**config.mk**
```make
export PLATFORM = sky130hd
export DESIGN_NAME = ictm_cycle_timing
export DESIGN_NICKNAME = d
export VERILOG_FILES = /design/src/shared/ictm_pkg.sv /design/src/design/ictm_pin_sync.sv /design/src/design/ictm_ea_cost.sv /design/src/design/ictm_cycle_timing.sv
export VERILOG_INCLUDE_DIRS = /design/src /design/src/shared
export SDC_FILE = /design/constraint.sdc
export NUM_CORES = 1
export LEC_CHECK = 0
export BUFFER_PORTS_ARGS = -buffer_cell sky130_fd_sc_hd__buf_4
export CAP_MARGIN = 20
export CORE_UTILIZATION = 50
export CTS_CLUSTER_DIAMETER = 200
export DETAILED_ROUTE_END_ITERATION = 12
export PLACE_DENSITY = 0.71
export REMOVE_ABC_BUFFERS = 1
export SYNTH_ARGS = -nofsm -noshare
export SYNTH_HDL_FRONTEND = slang
export SYNTH_SLANG_ARGS = --single-unit
```
**constraint.sdc**
```tcl
create_clock -name ref_clk -period 5 [get_ports ref_clk]
set_clock_uncertainty 0.05 [all_clocks]
set_input_delay 0.25 -clock ref_clk [delete_from_list [all_inputs] [get_ports ref_clk]]
set_output_delay 0.25 -clock ref_clk [all_outputs]
set_load 0.01 [all_outputs]
```
**src/shared/ictm_regs.svh**
```systemverilog
// Purpose: timing constants of the instruction cycle timing block
// Assumes: counts are periods of the external input clock
// Notes: included by ictm_ea_cost and ictm_cycle_timing; definitions only
`ifndef ICTM_REGS_SVH
`define ICTM_REGS_SVH

// ---------------------------------------------------------------
// bus cycle timing
// ---------------------------------------------------------------
`define ICTM_BUS_CLKS 8'h04
`define ICTM_LAST_PHASE 2'h3
`define ICTM_FETCH_CLKS 8'h04
`define ICTM_FETCH_READS 4'h1
`define ICTM_WRITE_COUNT 4'h1
`define ICTM_LONG_EXTRA 8'h04

// ---------------------------------------------------------------
// byte and word address calculation clocks per mode
// ---------------------------------------------------------------
`define ICTM_EA_REG_CLKS 8'h00
`define ICTM_EA_IND_CLKS 8'h04
`define ICTM_EA_PREDEC_CLKS 8'h06
`define ICTM_EA_DISP_CLKS 8'h08
`define ICTM_EA_INDEX_CLKS 8'h0a
`define ICTM_EA_ABSW_CLKS 8'h08
`define ICTM_EA_ABSL_CLKS 8'h0c
`define ICTM_EA_PCDISP_CLKS 8'h08
`define ICTM_EA_PCINDEX_CLKS 8'h0a
`define ICTM_EA_IMM_CLKS 8'h04
`define ICTM_PREDEC_DST_CLKS 8'h00

`endif

```
**src/shared/ictm_pkg.sv**
```systemverilog
// Purpose: types of the instruction cycle timing block
// Assumes: constants live in ictm_regs.svh
// Notes: modes, sizes, states and the carried structs
package ictm_pkg;

  // ---------------------------------------------------------------
  // enumerations
  // ---------------------------------------------------------------
  typedef enum logic [3:0] {
    EA_DREG = 4'h0, EA_AREG = 4'h1, EA_IND = 4'h2, EA_POSTINC = 4'h3,
    EA_PREDEC = 4'h4, EA_DISP = 4'h5, EA_INDEX = 4'h6, EA_ABSW = 4'h7,
    EA_ABSL = 4'h8, EA_PCDISP = 4'h9, EA_PCINDEX = 4'ha, EA_IMM = 4'hb
  } ictm_mode_e;

  typedef enum logic [1:0] {
    SZ_BYTE = 2'h0, SZ_WORD = 2'h1, SZ_LONG = 2'h2
  } ictm_size_e;

  typedef enum logic {
    OP_EA = 1'b0, OP_MOVE = 1'b1
  } ictm_op_e;

  typedef enum logic [1:0] {
    ST_IDLE = 2'b00, ST_READ = 2'b01, ST_INTERNAL = 2'b10, ST_WRITE = 2'b11
  } ictm_state_e;

  // ---------------------------------------------------------------
  // structs
  // ---------------------------------------------------------------
  typedef struct packed {
    ictm_op_e op;
    ictm_size_e size;
    ictm_mode_e src;
    ictm_mode_e dst;
  } ictm_req_s;

  typedef struct packed {
    logic [7:0] clocks;
    logic [3:0] reads;
    logic [3:0] writes;
  } ictm_cost_s;

  typedef struct packed {
    logic [15:0] total;
    logic [3:0] reads;
    logic [3:0] writes;
    logic [7:0] waits;
  } ictm_res_s;

endpackage : ictm_pkg

```
**src/design/ictm_pin_sync.sv**
```systemverilog
// Purpose: two-flop synchronisers for the pins, edge pulse on bit 0
// Assumes: pins are asynchronous to ref_clk
// Notes: the first stage feeds only the second stage
`timescale 1ns/1ps
module ictm_pin_sync (
  input wire logic ref_clk,
  input wire logic nrst,
  input wire logic [1:0] pinIn,
  output logic [1:0] pinSync,
  output logic riseTick
);

  logic [1:0] stage1;
  logic prevBit0;

  // ---------------------------------------------------------------
  // one synchroniser per pin
  // ---------------------------------------------------------------
  genvar gi;
  generate
    for (gi = 0; gi < 2; gi = gi + 1) begin : g_sync
      // two stages per pin
      always_ff @(posedge ref_clk or negedge nrst) begin
        if (!nrst) begin
          stage1[gi] <= 1'b0;
          pinSync[gi] <= 1'b0;
        end else begin
          stage1[gi] <= pinIn[gi];
          pinSync[gi] <= stage1[gi];
        end
      end
    end
  endgenerate

  // ---------------------------------------------------------------
  // rising edge of the synchronised bit 0
  // ---------------------------------------------------------------
  always_ff @(posedge ref_clk or negedge nrst) begin
    if (!nrst) begin
      prevBit0 <= 1'b0;
    end else begin
      prevBit0 <= pinSync[0];
    end
  end

  assign riseTick = pinSync[0] & ~prevBit0;

endmodule : ictm_pin_sync

```
**src/design/ictm_ea_cost.sv**
```systemverilog
// Purpose: clock and read cost of one address mode, source or destination
// Assumes: destination costs count no operand read, and one write for memory modes only
// Notes: reads follow from clocks, four clocks per read
`timescale 1ns/1ps
`include "ictm_regs.svh"
module ictm_ea_cost (
  input ictm_pkg::ictm_mode_e mode,
  input wire logic isLong,
  input wire logic asDest,
  output ictm_pkg::ictm_cost_s cost,
  output logic invalid
);
  import ictm_pkg::*;

  // ---------------------------------------------------------------
  // byte and word clocks per mode
  // ---------------------------------------------------------------
  function automatic logic [7:0] baseClocks(input ictm_mode_e m);
    logic [7:0] c;
    c = `ICTM_EA_REG_CLKS;
    case (m)
      EA_IND, EA_POSTINC: c = `ICTM_EA_IND_CLKS;
      EA_PREDEC: c = `ICTM_EA_PREDEC_CLKS;
      EA_DISP: c = `ICTM_EA_DISP_CLKS;
      EA_INDEX, EA_PCINDEX: c = `ICTM_EA_INDEX_CLKS;
      EA_ABSW: c = `ICTM_EA_ABSW_CLKS;
      EA_ABSL: c = `ICTM_EA_ABSL_CLKS;
      EA_PCDISP: c = `ICTM_EA_PCDISP_CLKS;
      EA_IMM: c = `ICTM_EA_IMM_CLKS;
      default: c = `ICTM_EA_REG_CLKS;
    endcase
    return c;
  endfunction : baseClocks

  // ---------------------------------------------------------------
  // cost selection
  // ---------------------------------------------------------------
  wire isMem = (mode != EA_DREG) && (mode != EA_AREG);
  wire [7:0] base = baseClocks(mode);
  wire [7:0] srcClocks = base + ((isLong && isMem) ? `ICTM_LONG_EXTRA
                                                   : 8'h00);
  wire [7:0] dstClocks = !isMem ? 8'h00 :
                         (mode == EA_PREDEC) ? `ICTM_PREDEC_DST_CLKS :
                         base - `ICTM_BUS_CLKS;
  wire [7:0] selClocks = asDest ? dstClocks : srcClocks;

  assign cost.clocks = selClocks;
  assign cost.reads = selClocks[5:2];
  assign cost.writes = (asDest && isMem) ? `ICTM_WRITE_COUNT : 4'h0;
  assign invalid = asDest && ((mode == EA_IMM) || (mode == EA_PCDISP) ||
                              (mode == EA_PCINDEX));

endmodule : ictm_ea_cost

```
**src/design/ictm_cycle_timing.sv**
```systemverilog
// Purpose: bus cycle sequencer that spends the documented clock counts
// Assumes: ext_clock_in and memAck are pins, synchronised here
// Notes: order is reads, then internal idle periods, then writes
`timescale 1ns/1ps
`include "ictm_regs.svh"
module ictm_cycle_timing (
  input wire logic ref_clk,
  input wire logic nrst,
  input wire logic ext_clock_in,
  input wire logic memAck,
  input wire logic reqValid,
  output logic reqReady,
  input ictm_pkg::ictm_req_s req,
  output logic busRead,
  output logic busWrite,
  output logic busIdle,
  output logic doneValid,
  output logic reqError,
  output ictm_pkg::ictm_res_s result
);
  import ictm_pkg::*;

  // ---------------------------------------------------------------
  // declarations
  // ---------------------------------------------------------------
  ictm_state_e state, next_state;
  logic [1:0] pinSync;
  logic tickS;
  logic [1:0] phase;
  logic [3:0] readsLeft, writesLeft;
  logic [7:0] idleLeft;
  logic [15:0] total;
  logic [7:0] waits;
  ictm_cost_s curCost;
  logic curIsEa;
  ictm_cost_s srcCost, dstCost, reqCost;
  logic srcBad, dstBad;

  // ---------------------------------------------------------------
  // pin synchronisers
  // ---------------------------------------------------------------
  ictm_pin_sync u_sync (
    .ref_clk(ref_clk),
    .nrst(nrst),
    .pinIn({memAck, ext_clock_in}),
    .pinSync(pinSync),
    .riseTick(tickS)
  );
  wire ackS = pinSync[1];

  // ---------------------------------------------------------------
  // source and destination costs
  // ---------------------------------------------------------------
  ictm_ea_cost u_src (
    .mode(req.src),
    .isLong(req.size == SZ_LONG),
    .asDest(1'b0),
    .cost(srcCost),
    .invalid(srcBad)
  );
  ictm_ea_cost u_dst (
    .mode(req.dst),
    .isLong(1'b0),
    .asDest(1'b1),
    .cost(dstCost),
    .invalid(dstBad)
  );

  // ---------------------------------------------------------------
  // request decode
  // ---------------------------------------------------------------
  wire isMove = (req.op == OP_MOVE);
  wire moveBad = isMove && ((req.size == SZ_LONG) || dstBad ||
                 ((req.src == EA_AREG) && (req.size == SZ_BYTE)));
  wire accept = reqValid && (state == ST_IDLE);
  wire acceptOk = accept && !moveBad && !srcBad;
  wire [7:0] moveClocks = `ICTM_FETCH_CLKS + srcCost.clocks +
                          dstCost.clocks +
                          ((dstCost.writes != 4'h0) ? `ICTM_BUS_CLKS
                                                    : 8'h00);
  wire [3:0] moveReads = `ICTM_FETCH_READS + srcCost.reads +
                         dstCost.reads;
  assign reqCost.clocks = isMove ? moveClocks : srcCost.clocks;
  assign reqCost.reads = isMove ? moveReads : srcCost.reads;
  assign reqCost.writes = isMove ? dstCost.writes : 4'h0;
  wire [3:0] busCycles = reqCost.reads + reqCost.writes;
  wire [7:0] idleNew = reqCost.clocks -
                       {2'b00, busCycles, 2'b00};
  assign reqReady = (state == ST_IDLE);

  // ---------------------------------------------------------------
  // bus cycle progress
  // ---------------------------------------------------------------
  wire inBus = (state == ST_READ) || (state == ST_WRITE);
  wire lastPhase = tickS && inBus && (phase == `ICTM_LAST_PHASE);
  wire endCyc = lastPhase && ackS;
  wire addWait = lastPhase && !ackS;
  wire [3:0] next_readsLeft = (state == ST_READ && endCyc) ?
                              readsLeft - 4'h1 : readsLeft;
  wire [3:0] next_writesLeft = (state == ST_WRITE && endCyc) ?
                               writesLeft - 4'h1 : writesLeft;
  wire [7:0] next_idleLeft = (state == ST_INTERNAL && tickS) ?
                             idleLeft - 8'h01 : idleLeft;
  wire [15:0] next_total = total + {15'h0000, tickS};
  wire [7:0] next_waits = waits + {7'h00, addWait};

  // reads first, then idle periods, then writes
  function automatic ictm_state_e pickState(input logic [3:0] r,
                                            input logic [7:0] i,
                                            input logic [3:0] w);
    ictm_state_e s;
    s = ST_IDLE;
    if (r != 4'h0) begin
      s = ST_READ;
    end else if (i != 8'h00) begin
      s = ST_INTERNAL;
    end else if (w != 4'h0) begin
      s = ST_WRITE;
    end
    return s;
  endfunction : pickState

  // ---------------------------------------------------------------
  // state machine
  // ---------------------------------------------------------------
  always_comb begin
    next_state = state;
    case (state)
      ST_IDLE: begin
        if (acceptOk) begin
          next_state = pickState(reqCost.reads, idleNew, reqCost.writes);
        end
      end
      ST_READ, ST_WRITE: begin
        if (endCyc) begin
          next_state = pickState(next_readsLeft, idleLeft, next_writesLeft);
        end
      end
      ST_INTERNAL: begin
        if (tickS) begin
          next_state = pickState(readsLeft, next_idleLeft, writesLeft);
        end
      end
      default: next_state = ST_IDLE;
    endcase
  end
  wire finish = (next_state == ST_IDLE) &&
                (acceptOk || (state != ST_IDLE));

  // state register
  always_ff @(posedge ref_clk or negedge nrst) begin
    if (!nrst) begin
      state <= ST_IDLE;
    end else begin
      state <= next_state;
    end
  end

  // remaining work counters, loaded at acceptance
  always_ff @(posedge ref_clk or negedge nrst) begin
    if (!nrst) begin
      readsLeft <= 4'h0;
      writesLeft <= 4'h0;
      idleLeft <= 8'h00;
    end else if (acceptOk) begin
      readsLeft <= reqCost.reads;
      writesLeft <= reqCost.writes;
      idleLeft <= idleNew;
    end else begin
      readsLeft <= next_readsLeft;
      writesLeft <= next_writesLeft;
      idleLeft <= next_idleLeft;
    end
  end

  // period within a bus cycle; holds on the last one while waiting
  always_ff @(posedge ref_clk or negedge nrst) begin
    if (!nrst) begin
      phase <= 2'h0;
    end else if (acceptOk || endCyc) begin
      phase <= 2'h0;
    end else if (tickS && inBus && phase != `ICTM_LAST_PHASE) begin
      phase <= phase + 2'h1;
    end
  end

  // elapsed periods and wait states of the running instruction
  always_ff @(posedge ref_clk or negedge nrst) begin
    if (!nrst) begin
      total <= 16'h0000;
      waits <= 8'h00;
      curCost <= '0;
      curIsEa <= 1'b0;
    end else if (acceptOk) begin
      total <= 16'h0000;
      waits <= 8'h00;
      curCost <= reqCost;
      curIsEa <= !isMove;
    end else if (state != ST_IDLE) begin
      total <= next_total;
      waits <= next_waits;
    end
  end

  // completion and refusal reports
  always_ff @(posedge ref_clk or negedge nrst) begin
    if (!nrst) begin
      doneValid <= 1'b0;
      reqError <= 1'b0;
      result <= '0;
    end else begin
      doneValid <= finish;
      reqError <= accept && !acceptOk;
      if (finish) begin
        result.total <= (state == ST_IDLE) ? 16'h0000 : next_total;
        result.reads <= acceptOk ? reqCost.reads : curCost.reads;
        result.writes <= acceptOk ? reqCost.writes : curCost.writes;
        result.waits <= (state == ST_IDLE) ? 8'h00 : next_waits;
      end
    end
  end

  // bus activity decode
  assign busRead = (state == ST_READ);
  assign busWrite = (state == ST_WRITE);
  assign busIdle = (state == ST_INTERNAL);

  // ---------------------------------------------------------------
  // checking helpers
  // ---------------------------------------------------------------
  logic [7:0] cycTicks, cycWaits, idleTicks;
  always_ff @(posedge ref_clk or negedge nrst) begin
    if (!nrst) begin
      cycTicks <= 8'h00;
      cycWaits <= 8'h00;
    end else if (acceptOk || endCyc) begin
      cycTicks <= 8'h00;
      cycWaits <= 8'h00;
    end else if (tickS && inBus) begin
      cycTicks <= cycTicks + 8'h01;
      cycWaits <= cycWaits + {7'h00, addWait};
    end
  end
  always_ff @(posedge ref_clk or negedge nrst) begin
    if (!nrst) begin
      idleTicks <= 8'h00;
    end else if (acceptOk) begin
      idleTicks <= 8'h00;
    end else if (tickS && state == ST_INTERNAL) begin
      idleTicks <= idleTicks + 8'h01;
    end
  end
  wire [3:0] curCycles = curCost.reads + curCost.writes;
endmodule : ictm_cycle_timing

```
After elaboration in Yosys (flattened, before gate mapping)
Memory sizes are Yosys's and may differ from the RTL's.
Cells that the tools add are included.
{ "op_classes": {"add_sub_neg": 15, "n_reduce_logical": 46, "eq_ne": 13, "bitwise_logic": 2, "muxes": 37} }
{ "op_table": {"columns": ["op", "count"], "rows": [
  ["8-bit two-way mux", 8],
  ["16-bit two-way mux", 3],
  ["4-bit nonzero test", 9],
  ["4-bit two-way mux", 8],
  ["2-bit two-way mux", 14],
  ["8-bit nonzero test", 3],
  ["1-bit logical AND", 17],
  ["16-bit by 1-bit adder with 16-bit output", 1],
  ["8-bit adder", 2],
  ["4-bit == test (second input constant)", 3],
  ["3-bit by 8-bit adder with 8-bit output (first input constant)", 1],
  ["4-bit adder", 2],
  ["8-bit by 1-bit adder with 8-bit output", 1],
  ["8-bit by 3-bit adder with 8-bit output", 1],
  ["2-bit == test (second input constant)", 4],
  ["4-bit by 1-bit inequality test with 1-bit output (second input constant)", 2],
  ["4-bit by 1-bit subtractor with 4-bit output (second input constant)", 2],
  ["8-bit by 1-bit subtractor with 8-bit output (second input constant)", 1],
  ["8-bit by 3-bit subtractor with 8-bit output (second input constant)", 1],
  ["8-bit by 6-bit subtractor with 8-bit output", 1],
  ["1-bit logical OR", 7],
  ["2-bit zero test", 3],
  ["3-bit two-way mux", 2],
  ["2-bit one-hot mux with 3 select lines", 1],
  ["12 further kinds", 16]
]} }
{ "word_totals": {"register_bits": 91, "word_cells": 135, "n_memories": 2, "mem_bits_ro": 96} }
{ "memory_table": {"columns": ["memory", "words", "width", "read_ports", "rd_clocked_by_memory_dff", "wr", "line", "text"], "rows": [
  ["(no name shown)", 16, 3, 1, 0, 0, "ictm_ea_cost.sv:21", "case (m)"],
  ["(no name shown)", 16, 3, 1, 0, 0, "ictm_ea_cost.sv:21", null]
]} }

Longest topological paths before layout
Gate-level depths: netlist (run 1).
{ "depth": {"ltp_word": 17, "depth_mapped": 27} }

By module
A second synthesis (run 1) with hierarchy kept.
{ "unflattened": {"hier_cells": 698, "hier_area_um2": 6550.0} }
{ "by_module_without_submodules": {"columns": ["module", "instances", "seq_area_each_um2", "area_per_inst_um2", "cells_each"], "rows": [
  ["ictm_cycle_timing", 1, 2152.1, 5694.2, 590],
  ["ictm_ea_cost at u_src", 1, 0.0, 359.1, 53],
  ["ictm_ea_cost at u_dst", 1, 0.0, 357.8, 49],
  ["ictm_pin_sync", 1, 125.1, 138.9, 6]
]} }

Worst setup path before layout (run 1)
Ideal clock, no wire load.
{ "synth_path": {"kind": "input to register", "startpoint": "input port req[4] (netlist name)", "endpoint": "register result[12] (netlist name)", "slack_ns": -0.419, "setup_ns": 0.125, "path_stages": 25, "arrival_time_ns": 5.244, "required_ns": 4.825, "path_cell_list": "inv_1 ha_1 mux2_2 o21ai_0 ha_1 or3_1 o211ai_1 and2_1 ha_1 inv_1 nand3_1 o221a_1 and2_1 nand3b_1 xnor2_1 ha_1 or2_2 o22a_1 or3_1 a211oi_2 o31ai_4 nor4_4 buf_6 buf_6 mux2_4"} }
{ "synth_via": {"elab_chain_len": 17, "elab_cells_between_ends": 32} }
{ "synth_lines": {"columns": ["item", "line", "text"], "rows": [
  ["start: declaration", "ictm_cycle_timing.sv:13", "input ictm_pkg::ictm_req_s req,"],
  ["branches (longest 13 deep; another with 8-bit adder)", null, null],
  ["2-bit two-way mux (*)", "ictm_cycle_timing.sv:130", "if (acceptOk) begin"],
  ["2-bit one-hot mux with 3 select lines (*)", "ictm_cycle_timing.sv:128", "case (state)"],
  ["net next_state[1]", "ictm_cycle_timing.sv:26", "ictm_state_e state, next_state;"],
  ["2-bit zero test (*)", "ictm_cycle_timing.sv:147", "wire finish = (next_state == ST_IDLE) &&"],
  ["1-bit logical AND (*)", "ictm_cycle_timing.sv:147", null],
  ["end: declaration", "ictm_cycle_timing.sv:19", "output ictm_pkg::ictm_res_s result"]
]} }
Mark *: on every way through the listed nets, which the timed path passes.
A chain may end at the register's enable or synchronous reset.

Final worst setup path (run 1)
Same ends and word-level chain as after synthesis.

==> results of run 1 <==
[per-layer routing]
metal | up-vias | share of wire | GRT usage
li1 | 2383 | - | -
met2 | 110 | 0.51 | 0.433
met1 | 2324 | 0.43 | 0.304
met5 | - | 0 | 0
met4 | 0 | 0.016 | 0.0840
met3 | 17 | 0.037 | 0.0400
[flip-flops by register name (all words and copies together) (netlist names)]
name and cells:
writesLeft 4, u_sync.prevBit0 1, curCost 5, waits 8
total 16, reqError 1, u_sync.pinSync 2, doneValid 1
readsLeft 4, u_sync.stage1 2, result 29, phase 2
idleLeft 8, state 2
[layout make-up]
cell class                      instances  area share
Timing Repair Buffer                  130       0.144
Inverter                               35      0.0185
Clock inverter                          5     0.00798
Sequential cell                        85       0.283
Multi-Input combinational cell        477       0.492
Clock buffer                           10      0.0318
Tap cell                              140      0.0233
[power by group through the flow]
stage,sequential [mW],clock (mW),combinational (mW)
after detailed placement,1.11,0,1.39
after floorplan,1.09,0,0.862
after CTS,1.10,0.683,1.60
after global placement,1.09,0,1.35
final,1.10,0.677,1.69
after global routing,1.13,0.711,1.85
[layout by cell type, fill, tap and decap left out, types with 4 or more instances in the layout]
master and n:
sky130_fd_sc_hd__buf_4 117, sky130_fd_sc_hd__dfrtp_1 85, sky130_fd_sc_hd__nor2_1 75, sky130_fd_sc_hd__nand2_1 56
sky130_fd_sc_hd__o21ai_0 48, sky130_fd_sc_hd__xnor2_1 28, sky130_fd_sc_hd__inv_1 27, sky130_fd_sc_hd__ha_1 26
sky130_fd_sc_hd__mux2_4 25, sky130_fd_sc_hd__and3_1 13, sky130_fd_sc_hd__xor2_1 12, sky130_fd_sc_hd__nor3_1 11
sky130_fd_sc_hd__and2_1 10, sky130_fd_sc_hd__nand3_1 10, sky130_fd_sc_hd__nor2b_1 9, sky130_fd_sc_hd__clkbuf_16 9
sky130_fd_sc_hd__nand2b_1 8, sky130_fd_sc_hd__a21oi_1 8, sky130_fd_sc_hd__a21o_1 8, sky130_fd_sc_hd__nand3b_1 7
sky130_fd_sc_hd__ha_4 7, sky130_fd_sc_hd__inv_2 6, sky130_fd_sc_hd__o21a_1 6, sky130_fd_sc_hd__o31ai_1 6
sky130_fd_sc_hd__nor3b_1 5, sky130_fd_sc_hd__nand4_1 5, sky130_fd_sc_hd__nor3_2 4, sky130_fd_sc_hd__buf_6 4
[cell families after synthesis]
logic type      synth area share
xor+xnor                  0.0657
flops                      0.371
other cells             0.000655
simple gates               0.223
fa+ha+maj                 0.0904
compound gates             0.140
mux                       0.0605
buf+inv                   0.0485
[worst max-delay path: stages]
cell and delay (ns):
sky130_fd_sc_hd__buf_4 0.11, sky130_fd_sc_hd__inv_2 0.08, sky130_fd_sc_hd__ha_4 0.20, sky130_fd_sc_hd__mux2_2 0.30, sky130_fd_sc_hd__o21ai_4 0.18, sky130_fd_sc_hd__ha_4 0.18, sky130_fd_sc_hd__or3_4 0.12, sky130_fd_sc_hd__o211ai_1 0.14
sky130_fd_sc_hd__buf_4 0.18, sky130_fd_sc_hd__fa_2 0.56, sky130_fd_sc_hd__fa_2 0.45, sky130_fd_sc_hd__o21ai_2 0.14, sky130_fd_sc_hd__ha_2 0.30, sky130_fd_sc_hd__o21a_1 0.13, sky130_fd_sc_hd__o22a_1 0.18, sky130_fd_sc_hd__or3_4 0.39
sky130_fd_sc_hd__a211oi_4 0.24, sky130_fd_sc_hd__o31ai_4 0.09, sky130_fd_sc_hd__nor4_4 0.25, sky130_fd_sc_hd__buf_4 0.21, sky130_fd_sc_hd__buf_16 0.15, sky130_fd_sc_hd__mux2_4 0.31
[repair_timing]
action,CTS,global route
setup buffers,7,4
endpoints found under the setup margin,29,31
gates cloned,3,0
pin swaps,21,29
endpoints found under the hold margin,2,9
gates resized for setup,62,32
hold buffers,2,1
[metrics by stage]
step / setup TNS, ns / setup slack (ns) / util / area [sq um]
2_1_floorplan: -30.01 / -1.07 / - / 5590
3_3_place_gp: -15.42 / -0.552 / 0.603 / 6620
3_5_place_dp: -19.61 / -0.713 / 0.603 / 6620
4_1_cts: -2.66 / -0.136 / 0.664 / 7290
5_1_grt: -2.77 / -0.137 / 0.685 / 7530
6_report: 0 / 0.0203 / 0.685 / 7530
[path summary, 6_finish.rpt]
path,cells after the start,slack [ns],end,from
max,22,0.02,result[12],req[4]
min,3,0.13,reqError,reqValid
max reg2reg,12,1.80,result[12],writesLeft[0]
min reg2reg,0,0.30,u_sync.pinSync[0],u_sync.stage1[0]
max in group asynchronous,3,4.07,result[16],nrst
min in group asynchronous,2,0.23,writesLeft[3],nrst
==> impl_metrics.py, run 1 <==
metrics = {
    "worst_setup_path": {
        "worstSetupEndpointType": "register",
        "cp.arrival_ns": 5.16,
        "timing.critical_path.from_type": "primary input",
        "cp.required_ns": 5.18,
        "critPathMaxFanout": 7,
        "setup.worst_path.class": "primary input to register",
    },
    "pwr": {
        "power_switching_share": 0.380,
        "power_frac_clock": 0.195,
        "p_comb_frac": 0.488,
        "max-vdd-ir-drop_mv": 0.341,
        "p_sw_mw": 1.32,
        "p_int_mw": 2.15,
        "power_frac_seq": 0.317,
        "power_density_nw_per_um2": 461,
        "static_leakage_nw": 3.49,
        "overall_power_mw": 3.47,
    },
    "logic_synthesis": {
        "netlist_top_cells_area": "sky130_fd_sc_hd__dfrtp_1 37%, sky130_fd_sc_hd__ha_1 7.6%, sky130_fd_sc_hd__nor2_1 5.0%",
        "synth-async-reset-ratio": 1.00,
        "synth_largest_area_cell": "sky130_fd_sc_hd__dfrtp_1",
        "synthDominantCellAreaShare": 0.371,
        "synthesis.area_per_instance_sq_um": 9.21,
        "synth_cells": 622,
        "synth_seq_cells": 85,
        "top_post_synthesis_cells_by_count": "85 x sky130_fd_sc_hd__dfrtp_1, 76 x sky130_fd_sc_hd__nor2_1, 56 x sky130_fd_sc_hd__nand2_1, 53 x sky130_fd_sc_hd__o21ai_0, 35 x sky130_fd_sc_hd__ha_1",
        "synthFlopType": "sky130_fd_sc_hd__dfrtp_1",
        "number_of_warnings_printed_during_yosys_synthesis": 0,
        "synth_edf_count": 0,
        "synth_area_sq_um": 5730,
        "yosysSeqAreaShare": 0.371,
        "synth.most_common_cell": "sky130_fd_sc_hd__dfrtp_1",
        "synthDistinctLibCells": 78,
    },
    "routing": {
        "routed_wirelength_microns": 13800,
        "final_antenna_net_count": 0,
        "detail_route.first_pass.iterations": 5,
        "via_per_inst": 5.48,
        "detail_route.drc_violations": 0,
        "number_of_vias_after_detailed_routing": 4834,
        "routed_wire_length_per_instance_microns": 15.7,
        "dr.first_iter.drc_count": 210,
    },
    "layout": {
        "fillerInstances": 816,
        "antennaDiodeCount": 0,
        "seqCellArea_sq_um": 2130,
        "fin_nets": 793,
        "post_route_cells_drive_above_1_share": 0.313,
        "multi_input_comb_area_sq_um": 3700,
        "area_growth_syn_to_layout_pct": 31.4,
        "finish.cell_count_without_fillers": 882,
    },
    "clocking": {
        "numCtsBuffers": 9,
        "cts_buffer_depth": 2,
        "clkSinkCount": 85,
        "worst_skew_late_latency_ns": 0.34,
        "cts_htree_levels": 3,
        "clock_pin_slew_on_the_worst_setup_and_hold_paths_ns": 0.06,
        "tritoncts_clock_tree": "yes",
        "cts_root_buf": "sky130_fd_sc_hd__clkbuf_16",
    },
    "sta": {
        "final_max_slew_viol_count": 0,
        "slew_headroom": 0.625,
        "worstMarginPinSlew_ns": 0.558,
        "setup-violations-final": 0,
        "rsz0062_at_grt": "yes",
        "fin_worst_hold_slack_ns": 0.127,
        "min_period_ns": 4.98,
        "post-route-period-util": 0.996,
        "fmax_mhz": 201,
        "finalHoldViolations": 0,
    },
    "global_routing": {
        "first_pass_grt_wire_length_microns": 22900,
        "grt_start_max_net_pins": 86,
        "first_global_vias": 4844,
        "grt_antenna_before_repair": 0,
        "grt_overflow": 0,
        "grt.total_usage": 0.246,
    },
    "floorplanning": {
        "core_region_area_sq_um": 11000,
        "placementRows": 38,
        "die_area_sq_um": 11900,
        "ios": 54,
        "die_h_microns": 109,
        "floorplan.initialDensity": 0.522,
        "overall_die_width_microns": 109,
    },
    "placed_design": {
        "port_buffers": 50,
        "gp_routability_congestion": 0.874,
        "placed_cells": 849,
        "detailed_place_hpwl_microns": 9030,
    },
    "outcome": {
        "run_status": "finished, final reports clean",
    },
    "flow_run": {
        "timing.max_cap.violations": 0,
    },
    "worst_hold_path": {
        "hp-class": "primary input to register",
    },
}
Power figures use the tool's default switching activity.
==> inputs of run 2 (changes only) <==
--- a/config.mk
+++ b/config.mk
@@ -12,6 +12,7 @@
 export CTS_CLUSTER_DIAMETER = 200
 export DETAILED_ROUTE_END_ITERATION = 12
 export PLACE_DENSITY = 0.71
+export RECOVER_POWER = 50
 export REMOVE_ABC_BUFFERS = 1
 export SYNTH_ARGS = -nofsm -noshare
 export SYNTH_HDL_FRONTEND = slang
==> run 2 against run 1 <==
Compared with the run above: the run now ends with max-capacitance violations, max-slew violations left; worst setup slack improved by 0.00070 ns; die area unchanged; cell count unchanged; sequential cell count unchanged; utilization decreased by 0.17 points; combinational power about the same; critical path depth unchanged; global-route usage unchanged; fmax about the same; register-to-register slack about the same; critical path type unchanged.
==> impl_metrics.py, run 2 (same netlist as run 1, synthesis figures left out) <==
metrics = {
    "outcome": {
        "run_status": "finished with violations",
        "failing_checks": "max-capacitance violations, max-slew violations",
    },
    "worst_setup_path": {
        "most_used_cell_along_the_critical_path": "sky130_fd_sc_hd__buf_4",
        "critPathMaxFanout": 7,
        "crit_path_top_delay_cell": "sky130_fd_sc_hd__fa_2",
        "cp.arrival_ns": 5.16,
        "timing.critical_path.from_type": "primary input",
        "cp.required_ns": 5.18,
        "cp_cell_sequence": "buf_4 -> inv_2 -> ha_4 -> mux2_2 -> o21ai_4 -> ha_4 -> or3_4 -> o211ai_1 -> buf_4 -> fa_2 -> fa_2 -> o21ai_2 -> ha_2 -> o21a_1 -> o22a_1 -> or3_4 -> a211oi_4 -> o31ai_4 -> nor4_4 -> buf_4 -> buf_16 -> mux2_4",
        "max_stage_delay_ns": 0.56,
        "worstSetupEndpointType": "register",
        "setup.worst_path.class": "primary input to register",
    },
    "layout": {
        "final_cell_mix": "114 x sky130_fd_sc_hd__buf_4, 85 x sky130_fd_sc_hd__dfrtp_1, 75 x sky130_fd_sc_hd__nor2_1",
        "antennaDiodeCount": 0,
        "largest_register_ffs": 29,
        "largestRegisters": "result: 29 flops, total: 16 flops",
        "largest-register": "result",
        "finish.cell_count_without_fillers": 882,
        "fin_nets": 793,
        "final_common_cell": "sky130_fd_sc_hd__buf_4",
        "post_route_cells_drive_above_1_share": 0.310,
        "area_growth_syn_to_layout_pct": 31.0,
    },
    "placed_design": {
        "detailed_place_hpwl_microns": 9030,
        "gp_routability_congestion": 0.874,
        "placed_cells": 849,
        "port_buffers": 50,
    },
    "routing": {
        "detail_route.first_pass.iterations": 4,
        "final_antenna_net_count": 0,
        "routed_wirelength_microns": 13800,
        "detail_route.drc_violations": 0,
        "routed_wire_length_per_instance_microns": 15.7,
        "number_of_vias_after_detailed_routing": 4842,
        "via_per_inst": 5.49,
        "dr.first_iter.drc_count": 227,
    },
    "sta": {
        "min_period_ns": 4.98,
        "fmax_mhz": 201,
        "worstMarginPinSlew_ns": 3.32,
        "finalHoldViolations": 0,
        "post-route-period-util": 0.996,
        "fin_worst_hold_slack_ns": 0.127,
        "slew_headroom": -1.22,
        "final_max_slew_viol_count": 77,
        "rsz0062_at_grt": "yes",
        "setup-violations-final": 0,
    },
    "floorplanning": {
        "placementRows": 38,
        "ios": 54,
        "floorplan.initialDensity": 0.522,
        "overall_die_width_microns": 109,
        "core_region_area_sq_um": 11000,
        "die_area_sq_um": 11900,
        "die_h_microns": 109,
    },
    "pwr": {
        "overall_power_mw": 3.47,
        "power_density_nw_per_um2": 462,
        "static_leakage_nw": 3.49,
        "max-vdd-ir-drop_mv": 0.340,
    },
    "global_routing": {
        "first_global_vias": 4844,
        "grt_start_max_net_pins": 86,
        "grt_antenna_before_repair": 0,
        "first_pass_grt_wire_length_microns": 22900,
        "grt_overflow": 0,
        "grt.total_usage": 0.246,
    },
    "clocking": {
        "tritoncts_clock_tree": "yes",
        "worst_skew_late_latency_ns": 0.34,
        "cts_root_buf": "sky130_fd_sc_hd__clkbuf_16",
        "cts_buffer_depth": 2,
        "numCtsBuffers": 9,
        "clkSinkCount": 85,
        "clock_pin_slew_on_the_worst_setup_and_hold_paths_ns": 0.06,
        "cts_htree_levels": 3,
    },
    "worst_hold_path": {
        "hp-class": "primary input to register",
    },
    "flow_run": {
        "timing.max_cap.violations": 1,
    },
}
==> run 2: cell types whose count changed in the layout (fill, tap and decap cells not counted) <==
cell and delta:
sky130_fd_sc_hd__clkbuf_4 +2, sky130_fd_sc_hd__buf_16 -1, sky130_fd_sc_hd__buf_4 -3, sky130_fd_sc_hd__clkbuf_1 +1, sky130_fd_sc_hd__dlymetal6s4s_1 +1
==> run 2: layer usage <==
metal / vias up / wire length [microns] / track usage
met5: - / 0 / 0
met4: 0 / 218 / 0.0840
met3: 17 / 464 / 0.0400
met2: 101 / 7130 / 0.433
met1: 2342 / 6030 / 0.304
li1: 2382 / - / -
==> run 2: worst paths after layout <==
| check | depth (start not counted) | end | from | slack [ns] |
|---|---|---|---|---|
| setup / recovery | 22 | result[12] | req[4] | 0.02 |
| hold / removal | 3 | reqError | reqValid | 0.13 |
| setup reg to reg | 12 | result[12] | writesLeft[0] | 1.81 |
| hold reg to reg | 0 | u_sync.pinSync[0] | u_sync.stage1[0] | 0.30 |
| max in group asynchronous | 3 | result[16] | nrst | 0.91 |
| min in group asynchronous | 2 | writesLeft[3] | nrst | 0.33 |
==> run 2: final cells by class <==
cell class / count / area [sq um]
Clock buffer: 10 / 239
Clock inverter: 5 / 60.1
Fill cell: 820 / 3480
Inverter: 35 / 139
Multi-Input combinational cell: 477 / 3700
Sequential cell: 85 / 2130
Tap cell: 140 / 175
Timing Repair Buffer: 130 / 1070
==> run 2: through the flow <==
step | setup TNS (ns) | util | instance area (sq um) | worst slack [ns]
CTS | -2.66 | 0.664 | 7290 | -0.136
global placement | -15.42 | 0.603 | 6620 | -0.552
detailed placement | -19.61 | 0.603 | 6620 | -0.713
floorplan | -30.01 | - | 5590 | -1.07
global route | -2.77 | 0.684 | 7510 | -0.137
finish | 0 | 0.684 | 7510 | 0.0210
==> run 2: repair_timing <==
action	4_1_cts	5_1_grt
gates cloned	3	0
hold buffers	2	1
endpoints found under the setup margin	29	31
endpoints found under the hold margin	2	9
buffers inserted	7	4
resized for setup	62	32
pin swaps	21	29
==> run 2: worst max-delay path: cells and delay by family <==
family | cells | cell delay [ns]
buffers and inverters | 5 | 0.73
AO/OA/AOI/OAI | 7 | 1.10
multiplexers | 2 | 0.61
AND/OR/NAND/NOR | 3 | 0.76
adder cells (fa/ha/maj) | 5 | 1.69
==> run 2: power by group <==
| part | switching (mW) | internal (mW) | leakage [nW] |
|---|---|---|---|
| Combinational | 0.834 | 0.854 | 2.23 |
| Clock | 0.278 | 0.399 | 0.145 |
| Sequential | 0.204 | 0.897 | 1.11 |
==> inputs of run 3 (changes only) <==
--- a/config.mk
+++ b/config.mk
@@ -14,6 +14,7 @@
 export PLACE_DENSITY = 0.71
 export RECOVER_POWER = 50
 export REMOVE_ABC_BUFFERS = 1
+export SETUP_SLACK_MARGIN = 0.2
 export SYNTH_ARGS = -nofsm -noshare
 export SYNTH_HDL_FRONTEND = slang
 export SYNTH_SLANG_ARGS = --single-unit
==> run 3 against run 2 <==
Compared with the run above: the run still ends with max-capacitance violations, max-slew violations left; sequential share of layout area is the same; worst setup slack better by 0.0045 ns; critical path depth did not move; utilization is the same; clock power about the same; highest routed layer unchanged; fmax barely moved; power hardly changed; combinational power hardly changed; first-iteration DRC count decreased by 5.7%; largest cell class unchanged; sequential cell count did not move; die area is the same; via count about the same.
==> impl_metrics.py, run 3 (same netlist as run 1, synthesis figures left out) <==
metrics = {
    "layout": {
        "area_growth_syn_to_layout_pct": 31.0,
        "final_common_cell": "sky130_fd_sc_hd__buf_4",
        "multi_input_comb_area_sq_um": 3700,
        "fin_nets": 793,
        "final_cell_mix": "114 x sky130_fd_sc_hd__buf_4, 85 x sky130_fd_sc_hd__dfrtp_1, 75 x sky130_fd_sc_hd__nor2_1",
        "largestRegisters": "result: 29 flops, total: 16 flops",
        "final_util": 0.684,
        "fillerInstances": 820,
        "largest-register": "result",
        "largest_register_ffs": 29,
        "antennaDiodeCount": 0,
        "post_route_cells_drive_above_1_share": 0.310,
        "seqCellArea_sq_um": 2130,
        "finish.cell_count_without_fillers": 882,
    },
    "floorplanning": {
        "ios": 54,
        "placementRows": 38,
        "overall_die_width_microns": 109,
        "die_area_sq_um": 11900,
        "core_region_area_sq_um": 11000,
        "floorplan.initialDensity": 0.522,
        "die_h_microns": 109,
    },
    "clocking": {
        "cts_root_buf": "sky130_fd_sc_hd__clkbuf_16",
        "tritoncts_clock_tree": "yes",
        "cts_buffer_depth": 2,
        "numCtsBuffers": 9,
        "cts_htree_levels": 3,
        "clock_pin_slew_on_the_worst_setup_and_hold_paths_ns": 0.06,
        "clkSinkCount": 85,
        "worst_skew_late_latency_ns": 0.34,
    },
    "worst_setup_path": {
        "setup.worst_path.class": "primary input to register",
        "reg2reg_depth": 12,
        "max_stage_delay_ns": 0.56,
        "timing.critical_path.from_type": "primary input",
        "cp.required_ns": 5.18,
        "most_used_cell_along_the_critical_path": "sky130_fd_sc_hd__buf_4",
        "r2r_slack_ns": 1.78,
        "critPathMaxFanout": 7,
        "worstSetupEndpointType": "register",
        "cp.arrival_ns": 5.15,
        "crit_path_top_delay_cell": "sky130_fd_sc_hd__fa_2",
        "cp_cell_sequence": "buf_4 -> inv_2 -> ha_4 -> mux2_2 -> o21ai_4 -> ha_4 -> or3_4 -> o211ai_1 -> buf_4 -> fa_2 -> fa_2 -> o21ai_2 -> ha_2 -> o21a_1 -> o22a_1 -> or3_4 -> a211oi_4 -> o31ai_4 -> nor4_4 -> buf_4 -> buf_16 -> mux2_4",
    },
    "worst_hold_path": {
        "hold-path-cell-count": 3,
        "hp-class": "primary input to register",
    },
    "placed_design": {
        "gp_routability_congestion": 0.874,
        "port_buffers": 50,
        "detailed_place_hpwl_microns": 9030,
        "placed_cells": 849,
        "dpl_worst_slack_ns": -0.713,
    },
    "sta": {
        "setup-violations-final": 0,
        "fin_worst_hold_slack_ns": 0.127,
        "post-route-period-util": 0.995,
        "finalHoldViolations": 0,
        "postLayoutSetupSlackWorst_ns": 0.0255,
        "final_max_slew_viol_count": 77,
        "worstMarginPinSlew_ns": 3.32,
        "slew_headroom": -1.21,
        "rsz0062_at_grt": "yes",
        "min_period_ns": 4.97,
        "fmax_mhz": 201,
    },
    "flow_run": {
        "timing.max_cap.violations": 1,
    },
    "outcome": {
        "failing_checks": "max-capacitance violations, max-slew violations",
        "run_status": "finished with violations",
    },
    "routing": {
        "final_antenna_net_count": 0,
        "detail_route.first_pass.iterations": 4,
        "dr.first_iter.drc_count": 214,
        "detail_route.drc_violations": 0,
        "number_of_vias_after_detailed_routing": 4838,
        "routed_wirelength_microns": 13800,
        "routed_wire_length_per_instance_microns": 15.7,
        "via_per_inst": 5.49,
    },
    "global_routing": {
        "first_global_vias": 4844,
        "first_pass_grt_wire_length_microns": 22900,
        "grt_antenna_before_repair": 0,
        "grt_start_max_net_pins": 86,
        "grt.total_usage": 0.246,
        "grt_overflow": 0,
    },
    "pwr": {
        "overall_power_mw": 3.47,
        "static_leakage_nw": 3.49,
        "power_density_nw_per_um2": 462,
        "max-vdd-ir-drop_mv": 0.340,
    },
}
==> run 3: cell counts in the layout (fill, tap and decap cells not counted) <==
Identical to the previous run, type by type.
==> run 3: per-layer routing <==
metal,track usage,vias up,wire length [microns]
li1,-,2382,-
met1,0.304,2339,6010
met2,0.433,100,7120
met3,0.0400,17,484
met4,0.0840,0,218
met5,0,-,0
==> run 3: worst paths after layout <==
check,end,from
min in group asynchronous,writesLeft[3],nrst
max in group asynchronous,u_sync.stage1[1],nrst
hold reg to reg,u_sync.pinSync[0],u_sync.stage1[0]
setup reg to reg,result[12],writesLeft[0]
setup / recovery,result[12],req[4]
hold / removal,reqError,reqValid
==> run 3: worst max-delay path, delay by kind of cell <==
kind / cells / cell delay, ns
AOI/OAI and AO/OA: 7 / 1.09
buffers and inverters: 5 / 0.73
muxes: 2 / 0.61
adders and majority gates: 5 / 1.69
and+or+nand+nor: 3 / 0.76
==> run 3: where the power goes <==
| part | internal [mW] | leakage [nW] | switching, mW |
|---|---|---|---|
| clock | 0.399 | 0.145 | 0.278 |
| combinational | 0.854 | 2.23 | 0.834 |
| sequential | 0.897 | 1.11 | 0.204 |
==> run 3: per-stage QoR <==
stage | instance area, sq um | TNS, ns
CTS | 7290 | -2.66
global placement | 6620 | -15.42
detailed placement | 6620 | -19.61
global route | 7510 | -2.77
floorplan | 5590 | -30.01
finish | 7510 | 0
==> run 3: layout make-up <==
type / count / area share
Clock buffer: 10 / 0.0318
Clock inverter: 5 / 0.00800
Inverter: 35 / 0.0185
Multi-Input combinational cell: 477 / 0.493
Sequential cell: 85 / 0.283
Tap cell: 140 / 0.0233
Timing Repair Buffer: 130 / 0.142
==> run 3: what timing repair did <==
item	4_1_cts	5_1_grt
resized for setup	62	32
buffers inserted	7	4
hold buffers	2	1
pin swaps	21	29
hold endpoints to repair	2	9
endpoints found under the setup margin	31	31
gates cloned	3	0
